--- config.mk ---
export PLATFORM = sky130hd
export DESIGN_NAME = pppc_top
export DESIGN_NICKNAME = d
export VERILOG_FILES = /design/src/shared/pppc_pkg.sv /design/src/design/pppc_sync.sv /design/src/design/pppc_top.sv
export VERILOG_INCLUDE_DIRS = /design/src /design/src/shared
export SDC_FILE = /design/constraint.sdc
export NUM_CORES = 1
export LEC_CHECK = 0
export BUFFER_PORTS_ARGS = -buffer_cell sky130_fd_sc_hd__buf_2
export CAP_MARGIN = 20
export CORE_MARGIN = 3
export CORE_UTILIZATION = 45
export DETAILED_ROUTE_END_ITERATION = 8
export PLACE_DENSITY = 0.68
export SLEW_MARGIN = 20
export SYNTH_ARGS = -nofsm -noshare
export SYNTH_HDL_FRONTEND = slang
export SYNTH_SLANG_ARGS = --single-unit
--- constraint.sdc ---
create_clock -name sys_clk_i -period 4.9 [get_ports sys_clk_i]
set_input_delay 0.49 -clock sys_clk_i [delete_from_list [all_inputs] [get_ports sys_clk_i]]
set_output_delay 0.49 -clock sys_clk_i [all_outputs]
set_load 0.02 [all_outputs]
--- src/shared/pppc_consts.svh ---
// Constants for the port power protection controller
`ifndef PPPC_CONSTS_SVH
`define PPPC_CONSTS_SVH
// Register byte offsets
`define PPPC_CTRL_OFS 4'h0
`define PPPC_LIMIT_OFS 4'h4
`define PPPC_CHARGE_OFS 4'h8
`define PPPC_STATUS_OFS 4'hC
// Control register fields
`define PPPC_CTRL_EN_BIT 0
`define PPPC_CTRL_ACT_LSB 1
`define PPPC_CTRL_RST_BIT 3
`define PPPC_CTRL_DIS_BIT 4
`define PPPC_CTRL_LIM_LSB 5
`define PPPC_CTRL_CC_BIT 8
// Status register write-one-to-clear bit
`define PPPC_ST_DFAULT_BIT 1
// Reset values
`define PPPC_EN_RST 1'h0
`define PPPC_ACT_RST 2'h1
`define PPPC_LIM_RST 3'h7
`define PPPC_CC_RST 1'h1
`define PPPC_LIMIT_RST 16'hFFFF
// Lowest current limit step
`define PPPC_LIM_MIN 3'h0
// Clock rate and times in milliseconds
`define PPPC_CLK_HZ 25000000
`define PPPC_CYC_PER_MS (`PPPC_CLK_HZ / 1000)
`define PPPC_RETRY_MS 200
`define PPPC_RECOVER_MS 1000
`define PPPC_DISCH_MS 200
`define PPPC_TICK_MS 1
// Milliampere-milliseconds in one milliampere-hour
`define PPPC_MAMS_PER_MAH 22'h36EE80
`endif

--- src/shared/pppc_pkg.sv ---
// Types for the port power protection controller
package pppc_pkg;
  // Power state of the port
  typedef enum logic [1:0] {
    PS_SLEEP = 2'b00,
    PS_DETECT = 2'b01,
    PS_ACTIVE = 2'b10,
    PS_ERROR = 2'b11
  } pppc_pwr_t;
  // Dynamic thermal management phases
  typedef enum logic [1:0] {
    TH_WATCH = 2'b00,
    TH_RETRY = 2'b01,
    TH_HOLD = 2'b10,
    TH_RECOVER = 2'b11
  } pppc_therm_t;
  // Action once the charge reached_flag_a is used up
  typedef enum logic [1:0] {
    RA_REPORT = 2'b00,
    RA_REP_DISC = 2'b01,
    RA_SLEEP = 2'b10,
    RA_IGNORE = 2'b11
  } pppc_ract_t;
endpackage

--- src/design/pppc_sync.sv ---
// Two-stage synchroniser for pin inputs
module pppc_sync #(
  parameter int W = 1
) (
  // Clock and reset
  input wire logic sys_clk_i,
  input wire logic srst_i,
  // Pins and synchronised copy
  input wire logic [W-1:0] async_i,
  output logic [W-1:0] sync_o
);
  // First stage, read only by the second
  logic [W-1:0] meta;

  // Both stages clear on reset
  always_ff @(posedge sys_clk_i) begin
    if (srst_i) begin
      meta <= '0;
      sync_o <= '0;
    end else begin
      meta <= async_i;
      sync_o <= meta;
    end
  end
endmodule // pppc_sync

--- src/design/pppc_top.sv ---
// Thermal, discharge and charge rationing control of a USB port switch
`include "pppc_consts.svh"
module pppc_top #(
  parameter int unsigned RETRY_CYC = `PPPC_RETRY_MS * `PPPC_CYC_PER_MS,
  parameter int unsigned RECOVER_CYC = `PPPC_RECOVER_MS * `PPPC_CYC_PER_MS,
  parameter int unsigned DISCH_CYC = `PPPC_DISCH_MS * `PPPC_CYC_PER_MS,
  parameter int unsigned TICK_CYC = `PPPC_TICK_MS * `PPPC_CYC_PER_MS
) (
  // Clock and reset
  input wire logic sys_clk_i,
  input wire logic srst_i,
  // Avalon-MM slave
  input wire logic [3:0] avs_address_i,
  input wire logic avs_read_i,
  input wire logic avs_write_i,
  input wire logic [31:0] avs_writedata_i,
  input wire logic [3:0] avs_byteenable_i,
  output logic [31:0] avs_readdata_o,
  output logic avs_waitrequest_o,
  // Control pins
  input wire logic port_power_enable_i,
  input wire logic emulation_enable_i,
  input wire logic mode_select_a_i,
  input wire logic mode_select_b_i,
  input wire logic bypass_select_i,
  // Comparator pins
  input wire logic temp_over_reg_i,
  input wire logic temp_below_reg_hyst_i,
  input wire logic temp_over_shutdown_i,
  input wire logic temp_below_shutdown_hyst_i,
  input wire logic bus_below_test_i,
  input wire logic source_undervoltage_i,
  // Detection and emulation
  input wire logic removal_detect_i,
  input wire logic dedicated_charger_cycle_i,
  input wire logic profile_accepted_i,
  input wire logic profile_apply_i,
  input wire logic error_recover_i,
  input wire logic [11:0] bus_current_ma_i,
  // Switch and status outputs
  output logic port_switch_on_o,
  output logic bypass_switch_on_o,
  output logic bus_discharge_o,
  output logic [2:0] current_limit_setting_o,
  output logic constant_current_mode_o,
  output logic cc_floor_current_o,
  output logic profile_remove_o,
  output logic hs_data_switch_o,
  output logic monitor_en_o,
  output logic alert_n_o,
  output pppc_pkg::pppc_pwr_t power_state_o
);
  import pppc_pkg::*;

  // Step down one limit, saturating at the floor
  function automatic logic [2:0] lim_dec(input logic [2:0] x);
    return (x == `PPPC_LIM_MIN) ? x : 3'(x - 3'h1);
  endfunction

  // Power state asked for by the control pins
  function automatic pppc_pwr_t ctl_decode(input logic e, input logic a, input logic b,
                                           input logic p);
    if ({e, a, b} == 3'h0) return PS_SLEEP;
    return p ? PS_ACTIVE : PS_DETECT;
  endfunction

  // Synchronised pins
  logic pe, em, ma, mb, bs, t_over, t_cool, tsd_over, tsd_cool, vb_low, uv, rem, dce, acc;
  logic [13:0] syn;
  // Control register fields
  logic reached_flag_a_en, reached_flag_a_rst, dis_cmd, cc_sel, dfault;
  pppc_ract_t ract;
  logic [2:0] prog_lim;
  logic [15:0] limit;
  // Rationing state
  logic [31:0] tick;
  logic [21:0] sub, sub_sum;
  logic [15:0] charge;
  logic reached;
  // Thermal state
  pppc_therm_t th_state;
  logic [31:0] th_cnt, dis_cnt;
  logic [2:0] current_limit_setting, s_current_limit_setting;
  logic fallback, s_fb, s_hold, tsd, prof_rm, adjusted;
  // Edge history and source tracking
  logic pe_q, rem_q, uv_q, last_port;
  logic [4:0] ctl_prev;
  pppc_pwr_t ctl_st, ctl_st_q;
  // Combinational decisions
  logic rq, wr, alert_act, port_block, byp_block, force_sleep;
  logic want_port, want_byp, src_trig, dis_trig, dis_end, dis_fail;
  logic [31:0] rd_mux;

  // Comparators and controls cross from the analog side
  // two-stage input capture
  pppc_sync #(.W(14)) u_sync (
    .sys_clk_i(sys_clk_i),
    .srst_i(srst_i),
    .async_i({port_power_enable_i, emulation_enable_i, mode_select_a_i, mode_select_b_i,
              bypass_select_i, temp_over_reg_i, temp_below_reg_hyst_i, temp_over_shutdown_i,
              temp_below_shutdown_hyst_i, bus_below_test_i, source_undervoltage_i,
              removal_detect_i, dedicated_charger_cycle_i, profile_accepted_i}),
    .sync_o(syn)
  );
  assign {pe, em, ma, mb, bs, t_over, t_cool, tsd_over, tsd_cool, vb_low, uv, rem, dce, acc} = syn;
  assign ctl_st = ctl_decode(em, ma, mb, pe);

  // Bus request; waitrequest drops for one cycle per access
  assign rq = avs_read_i | avs_write_i;
  assign wr = avs_write_i & ~avs_waitrequest_o;

  // One wait state, then the answer edge
  always_ff @(posedge sys_clk_i) begin
    if (srst_i) begin
      avs_waitrequest_o <= 1'b1;
    end else begin
      avs_waitrequest_o <= ~(rq & avs_waitrequest_o);
    end
  end

  // Read mux; unmapped offsets read zero
  always_comb begin
    case (avs_address_i)
      `PPPC_CTRL_OFS: rd_mux = {23'h0, cc_sel, prog_lim, 2'h0, ract, reached_flag_a_en};
      `PPPC_LIMIT_OFS: rd_mux = {16'h0, limit};
      `PPPC_CHARGE_OFS: rd_mux = {16'h0, charge};
      `PPPC_STATUS_OFS: begin
        rd_mux = {22'h0, bus_discharge_o, power_state_o, current_limit_setting, fallback, tsd, dfault, reached};
      end
      default: rd_mux = 32'h0;
    endcase
  end

  // Read data captured while waitrequest is still high
  always_ff @(posedge sys_clk_i) begin
    if (srst_i) begin
      avs_readdata_o <= 32'h0;
    end else if (avs_read_i && avs_waitrequest_o) begin
      avs_readdata_o <= rd_mux;
    end
  end

  // Control and limit registers; reset and command bits are pulses
  always_ff @(posedge sys_clk_i) begin
    if (srst_i) begin
      reached_flag_a_en <= `PPPC_EN_RST;
      ract <= pppc_ract_t'(`PPPC_ACT_RST);
      prog_lim <= `PPPC_LIM_RST;
      cc_sel <= `PPPC_CC_RST;
      limit <= `PPPC_LIMIT_RST;
      reached_flag_a_rst <= 1'b0;
      dis_cmd <= 1'b0;
    end else begin
      reached_flag_a_rst <= 1'b0;
      dis_cmd <= 1'b0;
      if (wr && avs_address_i == `PPPC_CTRL_OFS) begin
        if (avs_byteenable_i[0]) begin
          reached_flag_a_en <= avs_writedata_i[`PPPC_CTRL_EN_BIT];
          ract <= pppc_ract_t'(avs_writedata_i[`PPPC_CTRL_ACT_LSB +: 2]);
          reached_flag_a_rst <= avs_writedata_i[`PPPC_CTRL_RST_BIT];
          dis_cmd <= avs_writedata_i[`PPPC_CTRL_DIS_BIT];
          prog_lim <= avs_writedata_i[`PPPC_CTRL_LIM_LSB +: 3];
        end
        if (avs_byteenable_i[1]) begin
          cc_sel <= avs_writedata_i[`PPPC_CTRL_CC_BIT];
        end
      end
      if (wr && avs_address_i == `PPPC_LIMIT_OFS) begin
        if (avs_byteenable_i[0]) limit[7:0] <= avs_writedata_i[7:0];
        if (avs_byteenable_i[1]) limit[15:8] <= avs_writedata_i[15:8];
      end
    end
  end

  // Discharge fault flag; a new fault beats a clear
  always_ff @(posedge sys_clk_i) begin
    if (srst_i) begin
      dfault <= 1'b0;
    end else if (dis_fail) begin
      dfault <= 1'b1;
    end else if (wr && avs_address_i == `PPPC_STATUS_OFS && avs_byteenable_i[0] &&
                 avs_writedata_i[`PPPC_ST_DFAULT_BIT]) begin
      dfault <= 1'b0;
    end
  end

  // What the used-up reached_flag_a does, live from the current code
  // report and report-disconnect codes raise the alert
  assign alert_act = reached && (ract == RA_REPORT || ract == RA_REP_DISC);
  assign port_block = reached && (ract == RA_REP_DISC || ract == RA_SLEEP);
  assign byp_block = reached && ract == RA_REP_DISC;
  assign force_sleep = reached && ract == RA_SLEEP;

  // Switch wishes before discharge gating
  // shutdown latch blocks the switch
  assign want_port = power_state_o == PS_ACTIVE && !tsd && !uv && th_state != TH_RETRY &&
                     !port_block;
  assign want_byp = power_state_o == PS_DETECT && bs && !byp_block;
  assign src_trig = (want_port && !last_port) || (want_byp && last_port);

  // Discharge causes; thermal stepping is deliberately absent
  // pin, removal, undervoltage, sleep
  assign dis_trig = (!force_sleep && pe_q && !pe) || (rem && !rem_q) ||
                    (uv && !uv_q && port_switch_on_o) ||
                    (!force_sleep && ctl_st == PS_SLEEP && ctl_st_q != PS_SLEEP) ||
                    profile_apply_i || (power_state_o == PS_ERROR && error_recover_i) ||
                    (dis_cmd && power_state_o == PS_ACTIVE) || src_trig;
  assign dis_end = bus_discharge_o && dis_cnt == DISCH_CYC - 1;
  // bus still high at the end
  assign dis_fail = dis_end && !vb_low;

  // Edge history of pins and of the last supplying switch
  always_ff @(posedge sys_clk_i) begin
    if (srst_i) begin
      pe_q <= 1'b0;
      rem_q <= 1'b0;
      uv_q <= 1'b0;
      ctl_prev <= 5'h0;
      ctl_st_q <= PS_SLEEP;
      last_port <= 1'b0;
    end else begin
      pe_q <= pe;
      rem_q <= rem;
      uv_q <= uv;
      ctl_prev <= {pe, em, ma, mb, bs};
      ctl_st_q <= ctl_st;
      if (src_trig) last_port <= want_port;
    end
  end

  // Discharge interval; a trigger during one is absorbed by it
  always_ff @(posedge sys_clk_i) begin
    if (srst_i) begin
      bus_discharge_o <= 1'b0;
      dis_cnt <= 32'h0;
    end else if (!bus_discharge_o) begin
      dis_cnt <= 32'h0;
      if (dis_trig) bus_discharge_o <= 1'b1;
    end else if (dis_end) begin
      bus_discharge_o <= 1'b0;
      dis_cnt <= 32'h0;
    end else begin
      dis_cnt <= dis_cnt + 32'h1;
    end
  end

  // Power state; error outranks the rationing sleep
  always_ff @(posedge sys_clk_i) begin
    if (srst_i) begin
      power_state_o <= PS_SLEEP;
    end else if (dis_fail) begin
      // fault enters error, even against a recovery pulse
      power_state_o <= PS_ERROR;
    end else if (power_state_o == PS_ERROR) begin
      if (error_recover_i) power_state_o <= ctl_st;
    end else if (force_sleep) begin
      power_state_o <= PS_SLEEP;
    end else begin
      power_state_o <= ctl_st;
    end
  end

  // Result of one thermal step from the present limit
  always_comb begin
    s_current_limit_setting = current_limit_setting;
    s_fb = fallback;
    s_hold = 1'b0;
    if (current_limit_setting != `PPPC_LIM_MIN) begin
      s_current_limit_setting = lim_dec(current_limit_setting);
    end else if (cc_sel && !fallback) begin
      s_current_limit_setting = lim_dec(prog_lim);
      s_fb = 1'b1;
    end else begin
      s_hold = 1'b1;
    end
  end
  assign adjusted = current_limit_setting != prog_lim || fallback;

  // Dynamic thermal management
  always_ff @(posedge sys_clk_i) begin
    if (srst_i) begin
      th_state <= TH_WATCH;
      th_cnt <= 32'h0;
      current_limit_setting <= `PPPC_LIM_RST;
      fallback <= 1'b0;
    end else begin
      unique case (th_state)
        TH_WATCH: begin
          th_cnt <= 32'h0;
          if (t_over) begin
            current_limit_setting <= s_current_limit_setting;
            fallback <= s_fb;
            th_state <= s_hold ? TH_HOLD : TH_RETRY;
          end else if (!adjusted || (t_cool && !fallback)) begin
            current_limit_setting <= prog_lim;
          end else if (t_cool) begin
            th_state <= TH_RECOVER;
          end
        end
        TH_RETRY: begin
          if (th_cnt == RETRY_CYC - 1) begin
            th_cnt <= 32'h0;
            th_state <= TH_WATCH;
          end else begin
            th_cnt <= th_cnt + 32'h1;
          end
        end
        TH_HOLD: begin
          if (t_cool && fallback) begin
            th_state <= TH_RECOVER;
          end else if (t_cool) begin
            current_limit_setting <= prog_lim;
            th_state <= TH_WATCH;
          end
        end
        TH_RECOVER: begin
          if (t_over) begin
            th_cnt <= 32'h0;
            th_state <= TH_WATCH;
          end else if (th_cnt == RECOVER_CYC - 1) begin
            th_cnt <= 32'h0;
            current_limit_setting <= prog_lim;
            fallback <= 1'b0;
            th_state <= TH_WATCH;
          end else begin
            th_cnt <= th_cnt + 32'h1;
          end
        end
      endcase
    end
  end

  // Shutdown latch with its own hysteresis
  always_ff @(posedge sys_clk_i) begin
    if (srst_i) begin
      tsd <= 1'b0;
    end else if (tsd_over) begin
      tsd <= 1'b1;
    end else if (tsd_cool) begin
      tsd <= 1'b0;
    end
  end

  // Profile dropped on heat in the charger cycle
  always_ff @(posedge sys_clk_i) begin
    if (srst_i) begin
      prof_rm <= 1'b0;
    end else if (t_over && dce && acc) begin
      prof_rm <= 1'b1;
    end else if ({pe, em, ma, mb, bs} != ctl_prev) begin
      prof_rm <= 1'b0;
    end
  end

  // Charge accumulation; removal events do not touch it
  assign sub_sum = sub + {10'h0, bus_current_ma_i};
  always_ff @(posedge sys_clk_i) begin
    if (srst_i || reached_flag_a_rst || !reached_flag_a_en) begin
      tick <= 32'h0;
      sub <= 22'h0;
      charge <= 16'h0;
      reached <= 1'b0;
    end else begin
      if (charge >= limit) reached <= 1'b1;
      if (power_state_o == PS_ACTIVE) begin
        if (tick == TICK_CYC - 1) begin
          tick <= 32'h0;
          if (sub_sum >= `PPPC_MAMS_PER_MAH) begin
            sub <= 22'(sub_sum - `PPPC_MAMS_PER_MAH);
            if (charge != 16'hFFFF) charge <= charge + 16'h1;
          end else begin
            sub <= sub_sum;
          end
        end else begin
          tick <= tick + 32'h1;
        end
      end
    end
  end

  // Registered pin outputs
  always_ff @(posedge sys_clk_i) begin
    if (srst_i) begin
      port_switch_on_o <= 1'b0;
      bypass_switch_on_o <= 1'b0;
      current_limit_setting_o <= `PPPC_LIM_RST;
      constant_current_mode_o <= 1'b0;
      cc_floor_current_o <= 1'b0;
      profile_remove_o <= 1'b0;
      hs_data_switch_o <= 1'b0;
      monitor_en_o <= 1'b1;
      alert_n_o <= 1'b1;
    end else begin
      port_switch_on_o <= want_port && !bus_discharge_o && !dis_trig;
      bypass_switch_on_o <= want_byp && !bus_discharge_o && !dis_trig;
      current_limit_setting_o <= current_limit_setting;
      constant_current_mode_o <= cc_sel && !fallback;
      cc_floor_current_o <= fallback;
      profile_remove_o <= prof_rm || port_block;
      hs_data_switch_o <= power_state_o == PS_ACTIVE && !force_sleep;
      monitor_en_o <= !force_sleep;
      alert_n_o <= !alert_act;
    end
  end
endmodule // pppc_top

==> flow_results.xml <==
<?xml version="1.0" encoding="UTF-8"?>
<metrics>
  <group name="sta">
    <metric name="maxSlewHeadroom" unit="">0.3259</metric>
    <metric name="fin_setup_tns" unit="ps">0</metric>
    <metric name="period_share" unit="">0.8231</metric>
    <metric name="worst_hold_slack" unit="ps">149.6</metric>
    <metric name="worst_pin_slew" unit="ps">1011</metric>
    <metric name="final.setup_skew" unit="ps">20.50</metric>
    <metric name="hold_violations" unit="">0</metric>
    <metric name="grt_setup_unrepaired" unit="">false</metric>
    <metric name="setup_viol" unit="">0</metric>
    <metric name="maxClockFrequency" unit="GHz">0.2479</metric>
    <metric name="final_period_minus_worst_setup_slack" unit="ps">4033</metric>
    <metric name="number_of_pins_with_negative_max_slew_slack_in_the_final_report" unit="">0</metric>
  </group>
  <group name="detailed_routing">
    <metric name="wire_per_inst" unit="um">15.53</metric>
    <metric name="vias_per_cell" unit="">5.646</metric>
    <metric name="routed_wire_length" unit="um">28470</metric>
    <metric name="num_vias" unit="">10350</metric>
    <metric name="route.antenna.remaining_nets" unit="">0</metric>
    <metric name="drtIter0Drc" unit="">753</metric>
    <metric name="first_pass_iters" unit="">5</metric>
    <metric name="detail_route.drc_violations" unit="">0</metric>
  </group>
  <group name="global_route">
    <metric name="number_of_global_route_vias_before_repair" unit="">9607</metric>
    <metric name="grt_first_pass_wirelength" unit="um">47420</metric>
    <metric name="antenna_found_initial" unit="">1</metric>
    <metric name="grt_start_max_net_pins" unit="">99</metric>
    <metric name="grt_usage" unit="">0.1966</metric>
    <metric name="gr-total-overflow" unit="">0</metric>
  </group>
  <group name="setup_path">
    <metric name="cell_family_with_the_largest_share_of_critical_path_delay" unit="">compound AO/OA/AOI/OAI gates</metric>
    <metric name="worst_r2r_endpoint" unit="">charge[11]</metric>
    <metric name="worstSetupStartpointType" unit="">flip-flop</metric>
    <metric name="largest_driver_fanout_on_the_critical_path" unit="">12</metric>
    <metric name="timing.critical_path.cells" unit="">ha_1 -&gt; fa_1 -&gt; a211oi_1 -&gt; o21ai_1 -&gt; a21oi_1 -&gt; xor2_1 -&gt; a2111o_1 -&gt; a211oi_4 -&gt; o2111ai_2 -&gt; or3_1 -&gt; a21oi_1</metric>
    <metric name="timing.reg2reg.setup_slack" unit="ps">870</metric>
    <metric name="worst_r2r_path_depth" unit="">11</metric>
    <metric name="cpMaxStageDelayCell" unit="">sky130_fd_sc_hd__a211oi_4</metric>
    <metric name="critPathArrivalTime" unit="ps">4500</metric>
    <metric name="crit_path_frequent_cell" unit="">sky130_fd_sc_hd__a21oi_1</metric>
    <metric name="rr_startpoint" unit="">sub[0]</metric>
    <metric name="critPathBufInv" unit="">0</metric>
    <metric name="cp_data_required_time" unit="ps">5360</metric>
    <metric name="slowest_delay" unit="ps">530</metric>
    <metric name="worstSetupEndpointType" unit="">flip-flop</metric>
    <metric name="worstSetupPathType" unit="">flip-flop to flip-flop</metric>
  </group>
  <group name="clock_tree">
    <metric name="cts-htree-levels" unit="">1</metric>
    <metric name="path_clk_slew" unit="ps">60</metric>
    <metric name="cts.repair.resized" unit="">0</metric>
    <metric name="cts_root_buffer" unit="">sky130_fd_sc_hd__clkbuf_16</metric>
    <metric name="tritoncts_num_sinks" unit="">238</metric>
    <metric name="max_buffers_root_to_sink" unit="">3</metric>
    <metric name="cts_hold_buffers" unit="">0</metric>
    <metric name="numCtsBuffers" unit="">26</metric>
    <metric name="clk-insertion-delay-late" unit="ps">550</metric>
    <metric name="postCtsSetupBuffers" unit="">0</metric>
    <metric name="tritoncts_clock_tree" unit="">done</metric>
  </group>
  <group name="power_and_ir_drop">
    <metric name="power_report.internal_total" unit="uW">3212</metric>
    <metric name="leakage_power_of_the_design" unit="uW">0.005079</metric>
    <metric name="seqPwrFrac" unit="">0.474</metric>
    <metric name="comb_power_share" unit="">0.050</metric>
    <metric name="sw_frac_of_total" unit="">0.2326</metric>
    <metric name="power_density" unit="nW/um^2">313.3</metric>
    <metric name="vdd.ir_drop.worst" unit="V">0.0003050</metric>
    <metric name="switchingPower" unit="uW">973.5</metric>
    <metric name="clock_group_share_of_total_power" unit="">0.475</metric>
  </group>
  <group name="hold_path">
    <metric name="holdCritStartpoint" unit="">temp_below_shutdown_hyst_i</metric>
    <metric name="worstHoldPathCells" unit="">2</metric>
    <metric name="whs_endpoint" unit="">u_sync.meta[5]</metric>
    <metric name="worst_hold_path_type" unit="">input pin to flip-flop</metric>
  </group>
  <group name="synth">
    <metric name="synthesis.yosys.warnings" unit="">0</metric>
    <metric name="synth-adder-area-share" unit="">0.04495</metric>
    <metric name="synth.mux.area_fraction" unit="">0.01298</metric>
    <metric name="synth.largest_area_cell" unit="">sky130_fd_sc_hd__dfxtp_1</metric>
    <metric name="synth_xor_area_frac" unit="">0.06130</metric>
    <metric name="synth.avg_cell_area" unit="sq um">8.322</metric>
    <metric name="top_cells_by_area_in_the_synthesized_netlist" unit="">sky130_fd_sc_hd__dfxtp_1 (40%), sky130_fd_sc_hd__nor2_1 (5.5%), sky130_fd_sc_hd__a21oi_1 (4.3%)</metric>
    <metric name="synth_enable_flop_cells" unit="">0</metric>
    <metric name="synth_compound_area_frac" unit="">0.1874</metric>
    <metric name="seq_area_frac_synth" unit="">0.4018</metric>
    <metric name="asyncSetResetFlopFracSynth" unit="">0</metric>
    <metric name="synthesis.instances" unit="">1425</metric>
    <metric name="synth.distinct_cells" unit="">76</metric>
    <metric name="synthSimpleGateAreaFrac" unit="">0.2465</metric>
    <metric name="postSynth.topFlopCell" unit="">sky130_fd_sc_hd__dfxtp_1</metric>
    <metric name="main_combinational_cell_family_by_area_after_synthesis" unit="">simple AND/OR/NAND/NOR gates</metric>
    <metric name="postSynthRegisterBits" unit="">238</metric>
    <metric name="mappedNetlistArea" unit="sq um">11860</metric>
    <metric name="netlist.area_leader.share" unit="">0.4018</metric>
  </group>
  <group name="placed_design">
    <metric name="placed_inst_area" unit="sq um">12480</metric>
    <metric name="detailed_place_hpwl" unit="um">20110</metric>
    <metric name="portBuffers" unit="">84</metric>
    <metric name="finalWeightedCongestion" unit="">0.8440</metric>
  </group>
  <group name="floorplan">
    <metric name="fp-row-count" unit="">58</metric>
    <metric name="fp.dieW" unit="um">168.3</metric>
    <metric name="starting_utilization_of_the_core_area" unit="">0.4642</metric>
    <metric name="fp.dieArea" unit="sq um">28340</metric>
    <metric name="ioPinCount" unit="">119</metric>
    <metric name="die_height" unit="um">168.3</metric>
    <metric name="core-area" unit="sq um">25540</metric>
  </group>
  <group name="layout">
    <metric name="fin_nets" unit="">1597</metric>
    <metric name="syn2layout_area_growth" unit="%">12.67</metric>
    <metric name="drive_above_1_share" unit="">0.1065</metric>
    <metric name="final_design_area_no_fill" unit="sq um">13360</metric>
    <metric name="multiInputGateArea" unit="sq um">6633</metric>
    <metric name="sequential_cell_area" unit="sq um">4765</metric>
    <metric name="filler_cell_count" unit="">2471</metric>
    <metric name="antenna_cells_inserted" unit="">0</metric>
  </group>
  <group name="outcome">
    <metric name="outcome" unit="">finished, final reports clean</metric>
  </group>
  <group name="job">
    <metric name="cap_viol_max_count" unit="">0</metric>
  </group>
</metrics>
[registers in the layout, summed over array words and instances, names as in the netlist, 3 cells and up]
| register | count |
|---|---|
| avs_readdata_o | 16 |
| charge | 16 |
| ctl_prev | 4 |
| current_limit_setting | 3 |
| current_limit_setting_o | 3 |
| dis_cnt | 32 |
| limit | 16 |
| prog_lim | 3 |
| sub | 22 |
| th_cnt | 32 |
| tick | 32 |
| u_sync.meta | 14 |
| u_sync.sync_o | 14 |
[cell usage after synthesis (all sizes together) (12+ instances only)]
cell type,count
a211oi,18
a21oi,103
a22oi,23
and3,41
buf,26
clkbuf,54
dfxtp,238
ha,41
inv,43
mux2i,12
nand2,127
nand2b,18
nand3,53
nand4,28
nor2,174
nor2b,47
nor3,24
nor4,20
o211ai,35
o21ai,56
or3,23
xnor2,39
xor2,44
[final cells by class]
class                      count  area share
inverter                      43     0.01208
clock inverter                13     0.01049
sequential                   238      0.3566
tap                          330     0.03090
clock buffer                  35     0.05572
multi-input combinational   1079      0.4964
timing repair buffer          95     0.03783
[per-layer routing]
metal | global-route usage | routed length [um] | vias up
li1 | - | - | 5184
met1 | 0.2614 | 13130 | 4874
met2 | 0.3308 | 13060 | 232
met3 | 0.02606 | 1345 | 60
met4 | 0.06546 | 936 | 0
met5 | 0 | 0 | -
[per-stage QoR]
step | instances | worst slack [ps] | power [uW] | util
2_1_floorplan | 1440 | 1185 | 2174 | -
3_3_place_gp | 1785 | 678.1 | 2235 | 0.4883
3_5_place_dp | 1785 | 621.1 | 2238 | 0.4884
4_1_cts | 1833 | 885.2 | 4233 | 0.5231
5_1_grt | 1833 | 553.9 | 4335 | 0.5231
6_report | 1833 | 866.6 | 4186 | 0.5231
[logic make-up (layout without fill, tap and decap cells)]
family          after synthesis  in the layout
fa+ha+maj                    42             42
flops                       238            238
mux                          15             15
compound gates              328            328
other cells                   1             16
xor+xnor                     83             83
buf+inv                     123            186
simple gates                595            595
[power groups by stage]
| stage | Clock (uW) | Sequential (uW) | Combinational (uW) |
|---|---|---|---|
| 3_5_place_dp | 0 | 2030 | 210 |
| 4_1_cts | 2040 | 1980 | 212 |
| 6_report | 1990 | 1980 | 211 |
| 2_1_floorplan | 0 | 2020 | 152 |
| 5_1_grt | 2110 | 1990 | 237 |
| 3_3_place_gp | 0 | 2030 | 208 |
[worst reg2reg max path, stage by stage (launching register included)]
cell and delay, ps:
sky130_fd_sc_hd__dfxtp_1 310, sky130_fd_sc_hd__ha_1 220, sky130_fd_sc_hd__fa_1 440, sky130_fd_sc_hd__a211oi_1 410
sky130_fd_sc_hd__o21ai_1 270, sky130_fd_sc_hd__a21oi_1 230, sky130_fd_sc_hd__xor2_1 140, sky130_fd_sc_hd__a2111o_1 520
sky130_fd_sc_hd__a211oi_4 540, sky130_fd_sc_hd__o2111ai_2 310, sky130_fd_sc_hd__or3_1 440, sky130_fd_sc_hd__a21oi_1 140
[worst max-delay path by stage]
| stage | start | endpoint | slack [ps] | cells after the start |
|---|---|---|---|---|
| after floorplan | bus_current_ma_i[0] | charge[11] | 1190 | 12 |
| after global placement | bus_current_ma_i[0] | charge[7] | 680 | 12 |
| after detailed placement | bus_current_ma_i[0] | charge[11] | 620 | 12 |
| after CTS | sub[0] | charge[11] | 890 | 11 |
| after global routing | sub[0] | charge[7] | 550 | 11 |
| final | sub[0] | charge[11] | 870 | 11 |
[layout by cell type, fill, tap and decap left out, types with 18 or more instances in the layout]
master                      instances
sky130_fd_sc_hd__dfxtp_1          238
sky130_fd_sc_hd__nor2_1           174
sky130_fd_sc_hd__nand2_1          126
sky130_fd_sc_hd__a21oi_1          103
sky130_fd_sc_hd__buf_2             83
sky130_fd_sc_hd__nand3_1           53
sky130_fd_sc_hd__o21ai_0           51
sky130_fd_sc_hd__nor2b_1           47
sky130_fd_sc_hd__xor2_1            44
sky130_fd_sc_hd__inv_1             43
sky130_fd_sc_hd__and3_1            41
sky130_fd_sc_hd__ha_1              41
sky130_fd_sc_hd__xnor2_1           39
sky130_fd_sc_hd__o211ai_1          34
sky130_fd_sc_hd__nand4_1           28
sky130_fd_sc_hd__clkbuf_16         26
sky130_fd_sc_hd__a22oi_1           23
sky130_fd_sc_hd__or3_1             23
sky130_fd_sc_hd__nor3_1            23
sky130_fd_sc_hd__nor4_1            20
sky130_fd_sc_hd__nand2b_1          18
Note: power is estimated with default switching activity, not from simulation.
